[src/pkg/lvd_defs.svh]
// Register offsets, field positions, reset values and keys of the supply monitor
`ifndef LVD_DEFS_SVH
`define LVD_DEFS_SVH

// Register byte offsets on the APB bus
`define LVD_OFF_CTRL        8'h00
`define LVD_OFF_UNLOCK      8'h04
`define LVD_OFF_STATUS      8'h08
`define LVD_OFF_MASK        8'h0C

// detector_control fields
`define LVD_CTRL_LVL_LSB    0
`define LVD_CTRL_LVL_MSB    3
`define LVD_CTRL_PWR_BIT    4
`define LVD_CTRL_STB_BIT    5
`define LVD_CTRL_WIDTH      8

// Status and mask fields (same layout)
`define LVD_STAT_FLAG_BIT   0

// Mask register extra field
`define LVD_MASK_GIE_BIT    1

// Reset values
`define LVD_RST_LEVEL       4'h5
`define LVD_RST_PWR         1'b0

// Trip level codes
`define LVD_LVL_HIGHEST     4'hD

// Unlock keys
`define LVD_KEY_FIRST       8'h55
`define LVD_KEY_SECOND      8'hAA

// Synchroniser depth
`define LVD_SYNC_STAGES     2

`endif

[src/pkg/lvd_pkg.sv]
// Types shared by the supply monitor control logic
package lvd_pkg;

	typedef enum logic [1:0] {
		LVD_LOCKED,
		LVD_GOT_FIRST,
		LVD_OPEN
	} lvd_unlock_t;

	typedef logic [3:0] lvd_level_t;

endpackage : lvd_pkg

[src/pkg/lvd_sense_if.sv]
// Synchronised analog indications passed from the synchroniser to the control logic
`timescale 1ns/10ps
interface lvd_sense_if;
	logic cmp_below;
	logic ref_stable;

	modport src (output cmp_below, output ref_stable);
	modport dst (input  cmp_below, input  ref_stable);
endinterface : lvd_sense_if

[src/design/lvd_sync.sv]
// Two-stage synchroniser for the comparator and reference-stable inputs
`timescale 1ns/10ps
`include "lvd_defs.svh"
module lvd_sync #(
	parameter int STAGES = `LVD_SYNC_STAGES
) (
	// Clock and reset
	input  wire logic i_mclk,
	input  wire logic i_nrst,
	// Raw analog indications
	input  wire logic i_cmp_below,
	input  wire logic i_ref_stable,
	// Synchronised outputs
	lvd_sense_if.src  sense
);

	logic [1:0] raw;
	logic [1:0] sync_q [STAGES];

	assign raw = {i_ref_stable, i_cmp_below};

	genvar g;
	generate
		for (g = 0; g < STAGES; g++) begin : g_stage
			always_ff @(posedge i_mclk or negedge i_nrst) begin
				if (!i_nrst) begin
					sync_q[g] <= 2'h0;
				end else if (g == 0) begin
					sync_q[g] <= raw;
				end else begin
					sync_q[g] <= sync_q[(g == 0) ? 0 : g - 1];
				end
			end
		end
	endgenerate

	assign sense.cmp_below  = sync_q[STAGES-1][0];
	assign sense.ref_stable = sync_q[STAGES-1][1];

endmodule : lvd_sync

[src/design/lvd_ctrl.sv]
// Supply monitor control: APB registers, flag, interrupt and wake logic
`timescale 1ns/10ps
`include "lvd_defs.svh"
module lvd_ctrl (
	// Clock and reset
	input  wire logic        i_mclk,
	input  wire logic        i_nrst,
	// APB slave
	input  wire logic        i_psel,
	input  wire logic        i_penable,
	input  wire logic        i_pwrite,
	input  wire logic [7:0]  i_paddr,
	input  wire logic [31:0] i_pwdata,
	output logic      [31:0] o_prdata,
	output logic             o_pready,
	output logic             o_pslverr,
	// Analog side
	input  wire logic        i_cmp_below,
	input  wire logic        i_ref_stable,
	output logic             o_det_power_en,
	output logic      [3:0]  o_trip_level_sel,
	// Core side
	input  wire logic        i_sleep,
	output logic             o_irq,
	output logic             o_wake,
	output logic             o_wake_to_vector
);

	lvd_sense_if sense ();

	// Control and interrupt state
	lvd_pkg::lvd_level_t  level_q;
	logic                 power_en_q;
	logic                 flag_q;
	logic                 irq_en_q;
	logic                 gie_q;
	lvd_pkg::lvd_unlock_t unlock_q;

	// Bus decode
	logic        setup;
	logic        wr_acc;
	logic        hit_ctrl;
	logic        hit_unlock;
	logic        hit_status;
	logic        hit_mask;
	logic        mapped;
	logic        ctrl_wr_ok;
	logic        flag_set;
	logic        flag_clr;
	logic [31:0] rdata_d;
	logic [7:0]  ctrl_view;
	logic        rd_setup;
	logic        level_ok;
	logic        stable_view;
	logic        flag_rise;
	logic        cmp_below_s;
	logic        ref_stable_s;

	lvd_sync #(
		.STAGES (`LVD_SYNC_STAGES)
	) u_sync (
		.i_mclk       (i_mclk),
		.i_nrst       (i_nrst),
		.i_cmp_below  (i_cmp_below),
		.i_ref_stable (i_ref_stable),
		.sense        (sense)
	);

	// A write acts only at the edge that completes the access phase, so
	// a master holding penable longer cannot write twice
	assign setup      = i_psel && !i_penable;
	assign wr_acc     = i_psel && i_penable && o_pready && i_pwrite;
	assign hit_ctrl   = (i_paddr == `LVD_OFF_CTRL);
	assign hit_unlock = (i_paddr == `LVD_OFF_UNLOCK);
	assign hit_status = (i_paddr == `LVD_OFF_STATUS);
	assign hit_mask   = (i_paddr == `LVD_OFF_MASK);
	assign mapped     = hit_ctrl || hit_unlock || hit_status || hit_mask;

	// Control write lands only straight after the unlock pair
	assign ctrl_wr_ok = wr_acc && hit_ctrl
		&& (unlock_q == lvd_pkg::LVD_OPEN);

	// Synchronised copies of the analog indications
	assign cmp_below_s  = sense.cmp_below;
	assign ref_stable_s = sense.ref_stable;

	// Reserved trip codes are refused so the divider never sees them
	assign level_ok = i_pwdata[`LVD_CTRL_LVL_MSB:`LVD_CTRL_LVL_LSB]
		<= `LVD_LVL_HIGHEST;

	// Read data is captured only in the setup cycle of a read
	assign rd_setup = setup && !i_pwrite;

	// Stability bit only meaningful while powered: a reference left from
	// an earlier power-up must not look settled
	assign stable_view = power_en_q && ref_stable_s;

	// Control view: bits 7:6 unimplemented and read zero
	always_comb begin
		ctrl_view = 8'h00;
		ctrl_view[`LVD_CTRL_LVL_MSB:`LVD_CTRL_LVL_LSB] = level_q;
		ctrl_view[`LVD_CTRL_PWR_BIT] = power_en_q;
		ctrl_view[`LVD_CTRL_STB_BIT] = stable_view;
	end

	// Read data mux
	always_comb begin
		rdata_d = 32'h0000_0000;
		if (hit_ctrl) begin
			rdata_d[7:0] = ctrl_view;
		end else if (hit_unlock) begin
			rdata_d[1:0] = unlock_q;
		end else if (hit_status) begin
			rdata_d[`LVD_STAT_FLAG_BIT] = flag_q;
		end else if (hit_mask) begin
			rdata_d[`LVD_STAT_FLAG_BIT] = irq_en_q;
			rdata_d[`LVD_MASK_GIE_BIT]  = gie_q;
		end
	end

	// Ready: one wait-free access phase after every setup
	always_ff @(posedge i_mclk or negedge i_nrst) begin
		if (!i_nrst) begin
			o_pready <= 1'b0;
		end else begin
			o_pready <= setup;
		end
	end

	// Error answer for addresses outside the register map
	always_ff @(posedge i_mclk or negedge i_nrst) begin
		if (!i_nrst) begin
			o_pslverr <= 1'b0;
		end else begin
			o_pslverr <= setup && !mapped;
		end
	end

	// Read data prepared in setup and held through the access phase;
	// cleared at the end of the first cycle with i_psel low, so old read data stays on the bus until then
	always_ff @(posedge i_mclk or negedge i_nrst) begin
		if (!i_nrst) begin
			o_prdata <= 32'h0000_0000;
		end else if (rd_setup) begin
			o_prdata <= rdata_d;
		end else if (!i_psel) begin
			o_prdata <= 32'h0000_0000;
		end
	end

	// Unlock sequence: first key, second key, then one control write.
	// Any write in between, to any address, drops the sequence, and the
	// open state lasts for exactly one write so a runaway loop cannot
	// keep rewriting the detector setup
	always_ff @(posedge i_mclk or negedge i_nrst) begin
		if (!i_nrst) begin
			unlock_q <= lvd_pkg::LVD_LOCKED;
		end else if (wr_acc) begin
			unique case (unlock_q)
				lvd_pkg::LVD_LOCKED: begin
					if (hit_unlock && i_pwdata[7:0] == `LVD_KEY_FIRST) begin
						unlock_q <= lvd_pkg::LVD_GOT_FIRST;
					end
				end
				lvd_pkg::LVD_GOT_FIRST: begin
					if (hit_unlock && i_pwdata[7:0] == `LVD_KEY_SECOND) begin
						unlock_q <= lvd_pkg::LVD_OPEN;
					end else begin
						unlock_q <= lvd_pkg::LVD_LOCKED;
					end
				end
				lvd_pkg::LVD_OPEN: begin
					unlock_q <= lvd_pkg::LVD_LOCKED;
				end
				default: begin
					unlock_q <= lvd_pkg::LVD_LOCKED;
				end
			endcase
		end
	end

	// Trip level; reserved codes leave the level unchanged
	always_ff @(posedge i_mclk or negedge i_nrst) begin
		if (!i_nrst) begin
			level_q <= `LVD_RST_LEVEL;
		end else if (ctrl_wr_ok && level_ok) begin
			// A refused code still lets the power bit through the write
			level_q <= i_pwdata[`LVD_CTRL_LVL_MSB:`LVD_CTRL_LVL_LSB];
		end
	end

	// Detector power
	always_ff @(posedge i_mclk or negedge i_nrst) begin
		if (!i_nrst) begin
			power_en_q <= `LVD_RST_PWR;
		end else if (ctrl_wr_ok) begin
			power_en_q <= i_pwdata[`LVD_CTRL_PWR_BIT];
		end
	end

	// Flag: set while powered and below trip; set beats write-one clear.
	// Spurious sets while the reference settles are expected; software
	// clears them once the stable bit reads one
	assign flag_set = power_en_q && cmp_below_s;
	assign flag_clr = wr_acc && hit_status && i_pwdata[`LVD_STAT_FLAG_BIT];

	always_ff @(posedge i_mclk or negedge i_nrst) begin
		if (!i_nrst) begin
			flag_q <= 1'b0;
		end else if (flag_set) begin
			flag_q <= 1'b1;
		end else if (flag_clr) begin
			flag_q <= 1'b0;
		end
	end

	// Individual enable, same bit position as the flag
	always_ff @(posedge i_mclk or negedge i_nrst) begin
		if (!i_nrst) begin
			irq_en_q <= 1'b0;
		end else if (wr_acc && hit_mask) begin
			irq_en_q <= i_pwdata[`LVD_STAT_FLAG_BIT];
		end
	end

	// Global enable; it also decides where a wake-up resumes
	always_ff @(posedge i_mclk or negedge i_nrst) begin
		if (!i_nrst) begin
			gie_q <= 1'b0;
		end else if (wr_acc && hit_mask) begin
			gie_q <= i_pwdata[`LVD_MASK_GIE_BIT];
		end
	end

	// Detector power follows the control bit one cycle later
	always_ff @(posedge i_mclk or negedge i_nrst) begin
		if (!i_nrst) begin
			o_det_power_en <= 1'b0;
		end else begin
			o_det_power_en <= power_en_q;
		end
	end

	// Trip code to the divider tap selector
	always_ff @(posedge i_mclk or negedge i_nrst) begin
		if (!i_nrst) begin
			o_trip_level_sel <= `LVD_RST_LEVEL;
		end else begin
			o_trip_level_sel <= level_q;
		end
	end

	// Level interrupt while the flag is set and both enables are on;
	// clearing either enable drops it on the next cycle
	always_ff @(posedge i_mclk or negedge i_nrst) begin
		if (!i_nrst) begin
			o_irq <= 1'b0;
		end else begin
			o_irq <= flag_q && irq_en_q && gie_q;
		end
	end

	// A fresh set is the cycle the flag goes from clear to set; a flag
	// already pending does not wake the core a second time
	assign flag_rise = flag_set && !flag_q;

	// Wake pulse only while the core sleeps
	always_ff @(posedge i_mclk or negedge i_nrst) begin
		if (!i_nrst) begin
			o_wake <= 1'b0;
		end else begin
			o_wake <= i_sleep && flag_rise;
		end
	end

	// Resume at the vector only with interrupts globally enabled
	always_ff @(posedge i_mclk or negedge i_nrst) begin
		if (!i_nrst) begin
			o_wake_to_vector <= 1'b0;
		end else begin
			o_wake_to_vector <= i_sleep && flag_rise && gie_q;
		end
	end

endmodule : lvd_ctrl

[config.mk]
export PLATFORM = sky130hd
export DESIGN_NAME = lvd_ctrl
export DESIGN_NICKNAME = d
export VERILOG_FILES = /design/src/pkg/lvd_pkg.sv /design/src/pkg/lvd_sense_if.sv /design/src/design/lvd_sync.sv /design/src/design/lvd_ctrl.sv
export VERILOG_INCLUDE_DIRS = /design/src /design/src/pkg
export SDC_FILE = /design/constraint.sdc
export NUM_CORES = 1
export LEC_CHECK = 0
export ABC_AREA = 0
export BUFFER_PORTS_ARGS = -buffer_cell sky130_fd_sc_hd__buf_2
export CAP_MARGIN = 20
export CORE_ASPECT_RATIO = 1.2
export CORE_MARGIN = 2
export CORE_UTILIZATION = 25
export CTS_BUF_LIST = sky130_fd_sc_hd__clkbuf_4
export CTS_CLUSTER_DIAMETER = 200
export CTS_CLUSTER_SIZE = 8
export DETAILED_ROUTE_END_ITERATION = 10
export HOLD_SLACK_MARGIN = 0.15
export SLEW_MARGIN = 20
export SYNTH_ARGS = -nofsm -noshare
export SYNTH_HDL_FRONTEND = slang
export SYNTH_SLANG_ARGS = --single-unit
[constraint.sdc]
create_clock -name i_mclk -period 5 [get_ports i_mclk]
set_clock_uncertainty 0.1 [all_clocks]
set_input_delay 0.5 -clock i_mclk [delete_from_list [all_inputs] [get_ports i_mclk]]
set_output_delay 0.5 -clock i_mclk [all_outputs]
set_load 0.02 [all_outputs]
## Word-level counts from Yosys, hierarchy flattened

Index checks and enable logic that the tools add are counted.
W data, S select, Z words.

- Magnitude comparators: 1
- Eq/ne operators: 9
- Muxes and demuxes: 13
- Reduce and logical (&&, ||, !) cells: 32

Operator list:

| kind | count |
|---|---|
| $mux W32 | 2 |
| $logic_and A1 B1 Y1 | 21 |
| $eq A8 B4 Y1 const B | 2 |
| $mux W2 | 5 |
| $eq A8 B3 Y1 const B | 1 |
| $eq A8 B7 Y1 const B | 1 |
| $eq A8 B8 Y1 const B | 1 |
| $logic_not A8 Y1 | 1 |
| $le A4 B4 Y1 const B | 1 |
| $logic_not A1 Y1 | 4 |
| $mux W1 | 4 |
| $mux W4 | 1 |
| $pmux W2 S2 | 1 |
| $logic_or A1 B1 Y1 | 3 |
| $eq A2 B1 Y1 const B | 1 |
| $eq A2 B2 Y1 const B | 1 |
| $logic_not A2 Y1 | 1 |
| $ne A2 B1 Y1 const B | 1 |
| $ne A2 B2 Y1 const B | 1 |
| $reduce_and A2 Y1 | 1 |
| $reduce_bool A2 Y1 | 1 |

- Register bits: 56
- Input bits: 48
- Output and inout port bits: 42
- Logic and storage cells: 71

## Longest topological paths before layout

Gate-level depths: netlist of run 1.

- Word-level depth: 7
- Mapped depth: 5
- Mapped depth without buffers: 4

## Modules after synthesis

Synthesis of run 1 repeated with hierarchy kept, for this count alone.

- Cells, all modules: 123
- Area total of the unflattened synthesis: 1,426.4 µm²

By module, submodules not included:

| module | times used | cells an instance | area an instance (µm²) | seq. area each (µm²) |
|---|---|---|---|---|
| lvd_ctrl | 1 | 119 | 1,326.3 | 655.6 |
| lvd_sync | 1 | 4 | 100.1 | 100.1 |

## Least setup slack after synthesis of run 1

OpenSTA, ideal clock, no wires.

- Kind: input to register
- Start point: input i_paddr[5]
- End point: register level_q[0]
- Setup time: 85 ps
- Arrival: 2,170 ps
- Required time: 4,815 ps
- Setup slack: 2,646 ps
- Cell stages on the path: 5
- Path buffers: 1
- Cells stage by stage: or4_4 > or4_4 > buf_6 > a31oi_4 > mux2_1

- Word-level cells in the longest chain between the ends: 4

RTL lines:

| element | line | RTL |
|---|---|---|
| start: declaration | lvd_ctrl.sv:12 | `input wire logic [7:0] i_paddr,` |
| $logic_not A8 Y1 (no source line) | -- |  |
| $logic_and A1 B1 Y1 | lvd_ctrl.sv:80 | `assign ctrl_wr_ok = wr_acc && hit_ctrl` |
| $logic_and A1 B1 Y1 | lvd_ctrl.sv:81 | `&& (unlock_q == lvd_pkg::LVD_OPEN);` |
| $logic_and A1 B1 Y1 | lvd_ctrl.sv:186 | `end else if (ctrl_wr_ok && level_ok) begin` |
| end signal: assignment | lvd_ctrl.sv:185 | `` level_q <= `LVD_RST_LEVEL; `` |
| end signal: assignment | lvd_ctrl.sv:188 | `` level_q <= i_pwdata[`LVD_CTRL_LVL_MSB:`LVD_CTRL_LVL_LSB]; `` |
| end: declaration | lvd_ctrl.sv:32 | `lvd_pkg::lvd_level_t level_q;` |

Every way passes these cells.
A chain may end at the register's enable or synchronous reset.

## Worst setup path in the final report of run 1

Ends and elaborated chain as after synthesis.

==> flow_summary.yaml, run 1 <==
clock_network:
  clk_pin_slew_worst_paths_ns: 0.09
  htreeDepth: 2
  tritoncts: "yes"
  clk_latency_ns: 0.32
  cts_buffers: 5
  clockBufferDepth: 2
  clockRootBuffer: "clkbuf_4"
  post-cts-setup-buffers: 0
  clock_sinks: 30
global_routing:
  antenna_found_initial: 0
  grt_max_degree: 31
  grt_overflow: 0
  grt_pass1_vias: 921
  grt_pass1_wl_um: 4540
  grt.total_usage: 0.0959
timing:
  grt_setup_unrepaired: "false"
  min_period_over_period: 0.429
  relSlewSlack: 0.558
  slew_violations: 0
  fin_hold_ws_ns: 0.182
  finalSetupTns_ns: 0
  setup_viol: 0
  finalHoldViolCount: 0
  fmax_mhz: 466
  period_needed_ns: 2.14
  worst_slew_pin_slew_ns: 0.663
route:
  drtPass1Iterations: 4
  vias_per_cell: 4.44
  ant_nets: 0
  wl_um: 2960
  vias: 1013
  routedWlPerCell_um: 13.0
  drt_iter0_markers: 39
  route.detailed.drc: 0
power_and_ir_drop:
  irDropWorstVdd_v: 0.0000778
  power_density_nw_per_um2: 254
  total_leakage_power_uw: 0.000839
yosys:
  synth_flop_cell: "dfrtp_1"
  synthCells: 118
  synth_top_area_frac: 0.454
  yosysUniqueCellTypes: 36
  yosysWarnings: 0
  async_reset_ff_frac: 1.00
  synth_edf_count: 0
  synth.area.top_cells: "dfrtp_1 (45%), buf_4 (14%), dfstp_2 (7.3%)"
  synth_commonest_cells: "buf_4 (26), dfrtp_1 (26)"
  ys_seq_area_frac: 0.528
  synth_top_cell_by_area: "dfrtp_1"
  syn_avg_cell_area_um2: 12.1
  synth_area_um2: 1430
  ys_ff_latch: 30
run:
  cap_violations: 0
worst_setup_path:
  worstPathCellList: "buf_2, or4_4, or4_4, a31oi_4, mux2_1"
  worst_path_most_repeated_cell: "or4_4"
  critPathTopFamily: "simple AND/OR/NAND/NOR gates"
  critPathCaptureType: "register"
  crit_required_ns: 5.15
  cp_max_fo: 8
  path_class: "input port to register"
  endpoint: "level_q[0]"
  startpoint: "i_paddr[5]"
  cp_num_buf_inv: 1
  crit_arrival_ns: 2.29
  slowest_stage: "or4_4"
  r2r_cells: 4
  rrSetupSlack_ns: 3.12
  max_stage_delay_ns: 0.63
  cp-start-kind: "input port"
  critical_path_depth: 5
  worstReg2RegEnd: "level_q[0]"
  r2r-start: "o_pready"
final_layout:
  fill_cells: 586
  fin_nets: 211
  final_layout_size_suffix_gt1_frac: 0.335
  fin_cells: 228
  area_growth_pct: 15.5
  diodes: 0
placement:
  dp_cells: 219
  place_hpwl_um: 2220
  portBuffers: 39
  place.gp.congestion: 0.760
floorplan:
  num_rows: 30
  die_area_um2: 6350
  io_pins: 90
  core-area_um2: 5590
  start_util: 0.256
  die_h_um: 86.9
  fp.dieW_um: 73.1
hold_path:
  hp-class: "input port to register"
outcome:
  outcome: "completed"
==> timing repair <==
action,CTS,global route
hold buffers,1,0
gates resized for setup,0,0
hold endpoints to repair,26,0
==> cells in the final DEF (no fill, tap or decap), types with 3 or more instances in the layout <==
master,count
o22a_1,3
or4_4,3
a21oi_1,3
nand4_1,4
dfrtp_1,26
nand3_1,4
nand2_1,3
clkbuf_4,5
o21ai_0,4
a22o_1,3
conb_1,26
clkinv_1,3
dfstp_2,4
nor2_1,3
buf_2,39
==> report_power, final <==
part | total (µW) | internal (µW) | leakage, µW | switching, µW
registers | 246 | 245 | 0.000393 | 0.989
logic | 47.3 | 11.1 | 0.000418 | 36.2
clock network | 127 | 50.0 | 0.0000277 | 77.5
total | 421 | 306 | 0.000839 | 115
==> layout make-up <==
class / count / area (µm²) / share of cell area
Sequential cell: 30 / 756 / 0.457
Multi-Input combinational cell: 85 / 561 / 0.339
Timing Repair Buffer: 40 / 205 / 0.124
Tap cell: 64 / 80.1 / 0.0484
Clock buffer: 5 / 37.5 / 0.0227
Clock inverter: 3 / 11.3 / 0.00681
Inverter: 1 / 3.75 / 0.00227
==> how the worst min path moves through the flow <==
stage	endpoint	cells past startpoint	slack (ns)	from
final	u_sync.sync_q[2]	1	0.18	i_cmp_below
after global routing	u_sync.sync_q[2]	1	0.16	i_cmp_below
after CTS	u_sync.sync_q[2]	1	0.17	i_cmp_below
after detailed placement	u_sync.sense.cmp_below	0	0.24	u_sync.sync_q[2]
after global placement	u_sync.sense.ref_stable	0	0.24	u_sync.sync_q[3]
after floorplan	flag_q	0	0.10	i_nrst
==> per-layer routing <==
| layer | track usage | wire (µm) | up-vias | share of wire |
|---|---|---|---|---|
| met2 | 0.146 | 1370 | 52 | 0.46 |
| met3 | 0.0324 | 235 | 6 | 0.079 |
| li1 | - | - | 471 | - |
| met1 | 0.118 | 1270 | 484 | 0.43 |
| met4 | 0.0539 | 81 | 0 | 0.027 |
| met5 | 0 | 0 | - | 0 |
==> sequential cells by signal, summed over array words and instances (netlist names), 2 cells and up <==
signal / count
u_sync.sync_q: 2
level_q: 4
o_prdata: 6
o_trip_level_sel: 4
unlock_q: 2
==> metrics by stage <==
stage	utilization	setup slack, ns	cell area (µm²)	total power, µW
floorplan	-	2.65	1530	290
global placement	0.285	2.52	1600	297
detailed placement	0.285	2.51	1600	298
CTS	0.296	2.85	1650	428
global route	0.296	2.83	1650	442
finish	0.296	2.86	1650	421
==> logic make-up (layout without fill, tap and decap cells) <==
kind of cell,count (synthesis),after routing,synth area share
compound gates,20,20,0.109
mux,6,6,0.0568
flops,30,30,0.528
other cells,1,26,0.00262
simple gates,33,33,0.157
buf+inv,28,49,0.147
(Power assumes the default switching activity.)
==> run 2: changes to the inputs <==
Clock period 5 ns to 2 ns, I/O delays scaled along.
==> flow_summary.yaml, run 2 (synthesized netlist as in run 1, its figures left out) <==
timing:
  timing.final.ws_setup_ns: 0.101
  setup_viol: 0
  worst_slew_pin_slew_ns: 0.662
  fmax_mhz: 527
  grt_setup_unrepaired: "false"
  min_period_over_period: 0.949
  finalHoldViolCount: 0
  slew_violations: 0
  period_needed_ns: 1.90
  relSlewSlack: 0.559
placement:
  place_hpwl_um: 2270
  portBuffers: 39
  place_ws_ns: -0.0385
  post_dp_cell_area_um2: 1650
  place.gp.congestion: 0.813
power_and_ir_drop:
  power_density_nw_per_um2: 598
  p_clk_frac: 0.321
  internal_power_uw: 808
  netSwitchingPower_uw: 306
  switching_share: 0.275
  irDropWorstVdd_v: 0.000279
  seqPwrFrac: 0.552
  combPwrFrac: 0.127
  total_leakage_power_uw: 0.000943
clock_network:
  clock_sinks: 30
  clk_latency_ns: 0.33
  clockBufferDepth: 2
  htreeDepth: 2
  cts_buffers: 5
  clk_pin_slew_worst_paths_ns: 0.10
  cts_resized: 0
  tritoncts: "yes"
  clockRootBuffer: "clkbuf_4"
route:
  drtPass1Iterations: 4
  vias_per_cell: 4.34
  vias: 1086
  routedWlPerCell_um: 12.3
  wl_um: 3090
  drt_iter0_markers: 34
  route.detailed.drc: 0
  ant_nets: 0
global_routing:
  grt.total_usage: 0.104
  grt_pass1_vias: 1046
  grt_max_degree: 31
  antenna_found_initial: 0
  grt_overflow: 0
  grt_pass1_wl_um: 4900
worst_setup_path:
  path_class: "input port to register"
  critPathCaptureType: "register"
  cp-start-kind: "input port"
  cp_num_buf_inv: 2
  slowest_stage: "or4_4"
  cp_max_fo: 7
  critPathTopFamily: "simple AND/OR/NAND/NOR gates"
  worstPathCellList: "dlygate4sd3_1, buf_2, nand4_1, or4_4, a31oi_4, mux2_4"
  crit_arrival_ns: 2.07
  max_stage_delay_ns: 0.58
  crit_required_ns: 2.17
final_layout:
  stdcell_area_um2: 1860
  multi_input_area_um2: 564
  top_regs: "o_prdata (6), level_q (4), o_trip_level_sel (4)"
  final_common_cell: "buf_2"
  fill_cells: 580
  diodes: 0
  ff_latch_area_um2: 756
  largest_reg_flops: 6
  final_cell_mix: "buf_2 (39), conb_1 (26), dfrtp_1 (26)"
  regMostFlops: "o_prdata"
  fin_nets: 233
  area_growth_pct: 30.1
  final_layout_size_suffix_gt1_frac: 0.360
floorplan:
  die_area_um2: 6350
  die_h_um: 86.9
  start_util: 0.256
  core-area_um2: 5590
  io_pins: 90
  fp.dieW_um: 73.1
  num_rows: 30
hold_path:
  hp-class: "input port to register"
run:
  cap_violations: 0
outcome:
  outcome: "completed"
==> run 2: worst paths after layout <==
path                             startpoint                      to  slack, ns  depth (start not counted)
setup / recovery                     i_psel              level_q[0]       0.10                          6
hold / removal                    i_penable             o_prdata[1]       0.17                          3
setup reg to reg                unlock_q[0]              level_q[0]       0.19                          4
hold reg to reg            u_sync.sync_q[2]  u_sync.sense.cmp_below       0.26                          0
max in group asynchronous            i_nrst              level_q[3]       1.03                          2
min in group asynchronous            i_nrst             o_prdata[1]       0.33                          2
==> run 2: per-stage QoR <==
| stage | cells | total power [µW] | util | hold WS [ns] | setup TNS [ns] |
|---|---|---|---|---|---|
| floorplan | 143 | 725 | - | -0.196 | 0 |
| global placement | 226 | 747 | 0.295 | 0.171 | -0.0343 |
| detailed placement | 226 | 748 | 0.295 | 0.169 | -0.0385 |
| CTS | 249 | 1140 | 0.332 | 0.155 | 0 |
| global route | 250 | 1180 | 0.333 | 0.182 | 0 |
| finish | 250 | 1110 | 0.333 | 0.169 | 0 |
==> run 2: repair_timing <==
item                                    in CTS  in global routing
hold buffers                                15                  0
endpoints found under the setup margin       0                  4
setup buffers                                0                  1
hold endpoints to repair                    41                  0
==> run 2: final cells by class <==
type	count	area share
sequential	30	0.405
timing repair buffer	62	0.217
tap	64	0.0430
multi-input combinational	85	0.303
clock buffer	6	0.0242
clock inverter	2	0.00537
inverter	1	0.00201
==> run 2: per-layer routing <==
metal	wire, µm	part of all wire	GRT usage
met1	1350	0.44	0.128
met3	213	0.069	0.0301
met4	59	0.019	0.0505
met5	0	0	0
met2	1470	0.48	0.165
==> run 2: tightest hold or removal path, delay by kind of cell <==
| family | cells | cell delay [ns] |
|---|---|---|
| AO/OA/AOI/OAI | 2 | 0.23 |
| buffers and inverters | 1 | 0.14 |
==> run 2: power by group through the flow <==
stage	Sequential, µW	Combinational (µW)	Clock [µW]
after floorplan	629	95.5	0
after global placement	627	121	0
after detailed placement	627	121	0
after CTS	615	141	379
after global routing	616	155	408
final	615	142	357
==> run 3: changes to the inputs <==
Settings changed: CTS_BUF_LIST sky130_fd_sc_hd__clkbuf_4 to sky130_fd_sc_hd__clkbuf_2, CTS_CLUSTER_SIZE 8 to unset, SLEW_MARGIN 20 to 10.
==> flow_summary.yaml, run 3 (synthesized netlist as in run 1, its figures left out) <==
worst_setup_path:
  path_class: "input port to register"
  r2r-start: "unlock_q[0]"
  cp-start-kind: "input port"
  cp_max_fo: 6
  startpoint: "i_paddr[5]"
  slowest_stage: "dlygate4sd3_1"
  worstPathCellList: "buf_2, or4_4, buf_4, nor3_2, buf_4, nand3_1, a21boi_0, dlygate4sd3_1"
  critPathCaptureType: "register"
  worstReg2RegEnd: "o_prdata[0]"
  worst_path_most_repeated_cell: "buf_4"
  crit_arrival_ns: 2.11
  max_stage_delay_ns: 0.56
  rrSetupSlack_ns: 0.11
  r2r_cells: 4
  endpoint: "o_prdata[0]"
  crit_required_ns: 2.21
timing:
  worst_slew_pin_slew_ns: 0.652
  period_needed_ns: 1.90
  setup_viol: 0
  slew_violations: 0
  relSlewSlack: 0.565
  grt_setup_unrepaired: "false"
  fmax_mhz: 526
  min_period_over_period: 0.951
  finalHoldViolCount: 0
  finalSetupTns_ns: 0
final_layout:
  area_growth_pct: 31.2
  stdcell_area_um2: 1880
  multi_input_area_um2: 564
  largest_reg_flops: 6
  diodes: 0
  fin_nets: 236
  final_common_cell: "buf_2"
  ff_latch_area_um2: 756
  final_layout_size_suffix_gt1_frac: 0.354
  top_regs: "o_prdata (6), level_q (4), o_trip_level_sel (4)"
  final_cell_mix: "buf_2 (39), conb_1 (26), dfrtp_1 (26)"
  regMostFlops: "o_prdata"
  fill_cells: 582
route:
  drtPass1Iterations: 4
  ant_nets: 0
  routedWlPerCell_um: 12.3
  wl_um: 3110
  vias_per_cell: 4.36
  route.detailed.drc: 0
  vias: 1104
  drt_iter0_markers: 37
floorplan:
  die_h_um: 86.9
  num_rows: 30
  io_pins: 90
  start_util: 0.256
  core-area_um2: 5590
  fp.dieW_um: 73.1
  die_area_um2: 6350
clock_network:
  clk_latency_ns: 0.36
  clockRootBuffer: "clkbuf_2"
  cts_buffers: 5
  clock_sinks: 30
  cts_resized: 0
  htreeDepth: 2
  tritoncts: "yes"
  clk_pin_slew_worst_paths_ns: 0.16
  clockBufferDepth: 2
placement:
  place.gp.congestion: 0.813
  portBuffers: 39
  post_dp_cell_area_um2: 1650
  place_hpwl_um: 2270
power_and_ir_drop:
  power_density_nw_per_um2: 561
  total_leakage_power_uw: 0.000955
  irDropWorstVdd_v: 0.000252
global_routing:
  grt.total_usage: 0.105
  grt_pass1_vias: 1064
  antenna_found_initial: 0
  grt_pass1_wl_um: 4970
  grt_overflow: 0
  grt_max_degree: 31
hold_path:
  hp-class: "input port to register"
outcome:
  outcome: "completed"
run:
  cap_violations: 0
==> run 3: cell count changes in the layout (fill, tap and decap cells not counted) <==
cell / change
clkbuf_2: +6
dlygate4sd3_1: +3
clkbuf_4: -6
==> run 3: where the power goes <==
group	switching [µW]	leakage, µW	internal [µW]
sequential	2.33	0.000393	614
combinational	94.5	0.000529	50.3
clock	206	0.0000327	87.7
total	303	0.000955	752
==> run 3: stage by stage <==
step | hold slack [ns] | instances | setup slack, ns | utilization | total power [µW]
after floorplan | -0.196 | 143 | 0.0282 | - | 725
after global placement | 0.171 | 226 | -0.0343 | 0.295 | 747
after detailed placement | 0.169 | 226 | -0.0385 | 0.295 | 748
after CTS | 0.151 | 251 | 0.0717 | 0.333 | 1080
after global routing | 0.195 | 253 | 0.0700 | 0.336 | 1120
final | 0.172 | 253 | 0.0981 | 0.336 | 1050
==> run 3: metal layers <==
metal / vias to the layer above / wire length (µm) / track usage / share of wire
met2: 50 / 1470 / 0.170 / 0.47
met1: 525 / 1360 / 0.129 / 0.44
met3: 7 / 220 / 0.0301 / 0.071
li1: 522 / - / - / -
met4: 0 / 57 / 0.0505 / 0.018
met5: - / 0 / 0 / 0
==> run 3: how the worst min path moves through the flow <==
stage / startpoint / endpoint / cells past startpoint
2_1_floorplan: i_nrst / flag_q / 0
3_3_place_gp: i_nrst / o_pready / 1
3_5_place_dp: i_nrst / o_prdata[1] / 1
4_1_cts: i_paddr[1] / o_pslverr / 4
5_1_grt: i_pwdata[5] / unlock_q[0] / 5
6_report: i_pwdata[5] / unlock_q[0] / 5
==> run 3: final cells by class <==
cell class,instances,area share
flip-flops and latches,30,0.402
multi-input cells,85,0.300
repair buffers,65,0.232
well taps,64,0.0426
clock buffers,6,0.0160
clock inverters,2,0.00533
inverters,1,0.00200
==> run 3: what timing repair did <==
item	CTS	global route
endpoints found under the setup margin	0	4
setup buffers	0	1
hold buffers	17	1
hold endpoints to repair	47	1
==> run 3: worst max-delay path: cells and delay by family <==
family                 cells  cell delay (ns)
AND/OR/NAND/NOR            3             0.75
buffers and inverters      4             1.00
AO/OA/AOI/OAI              1             0.17
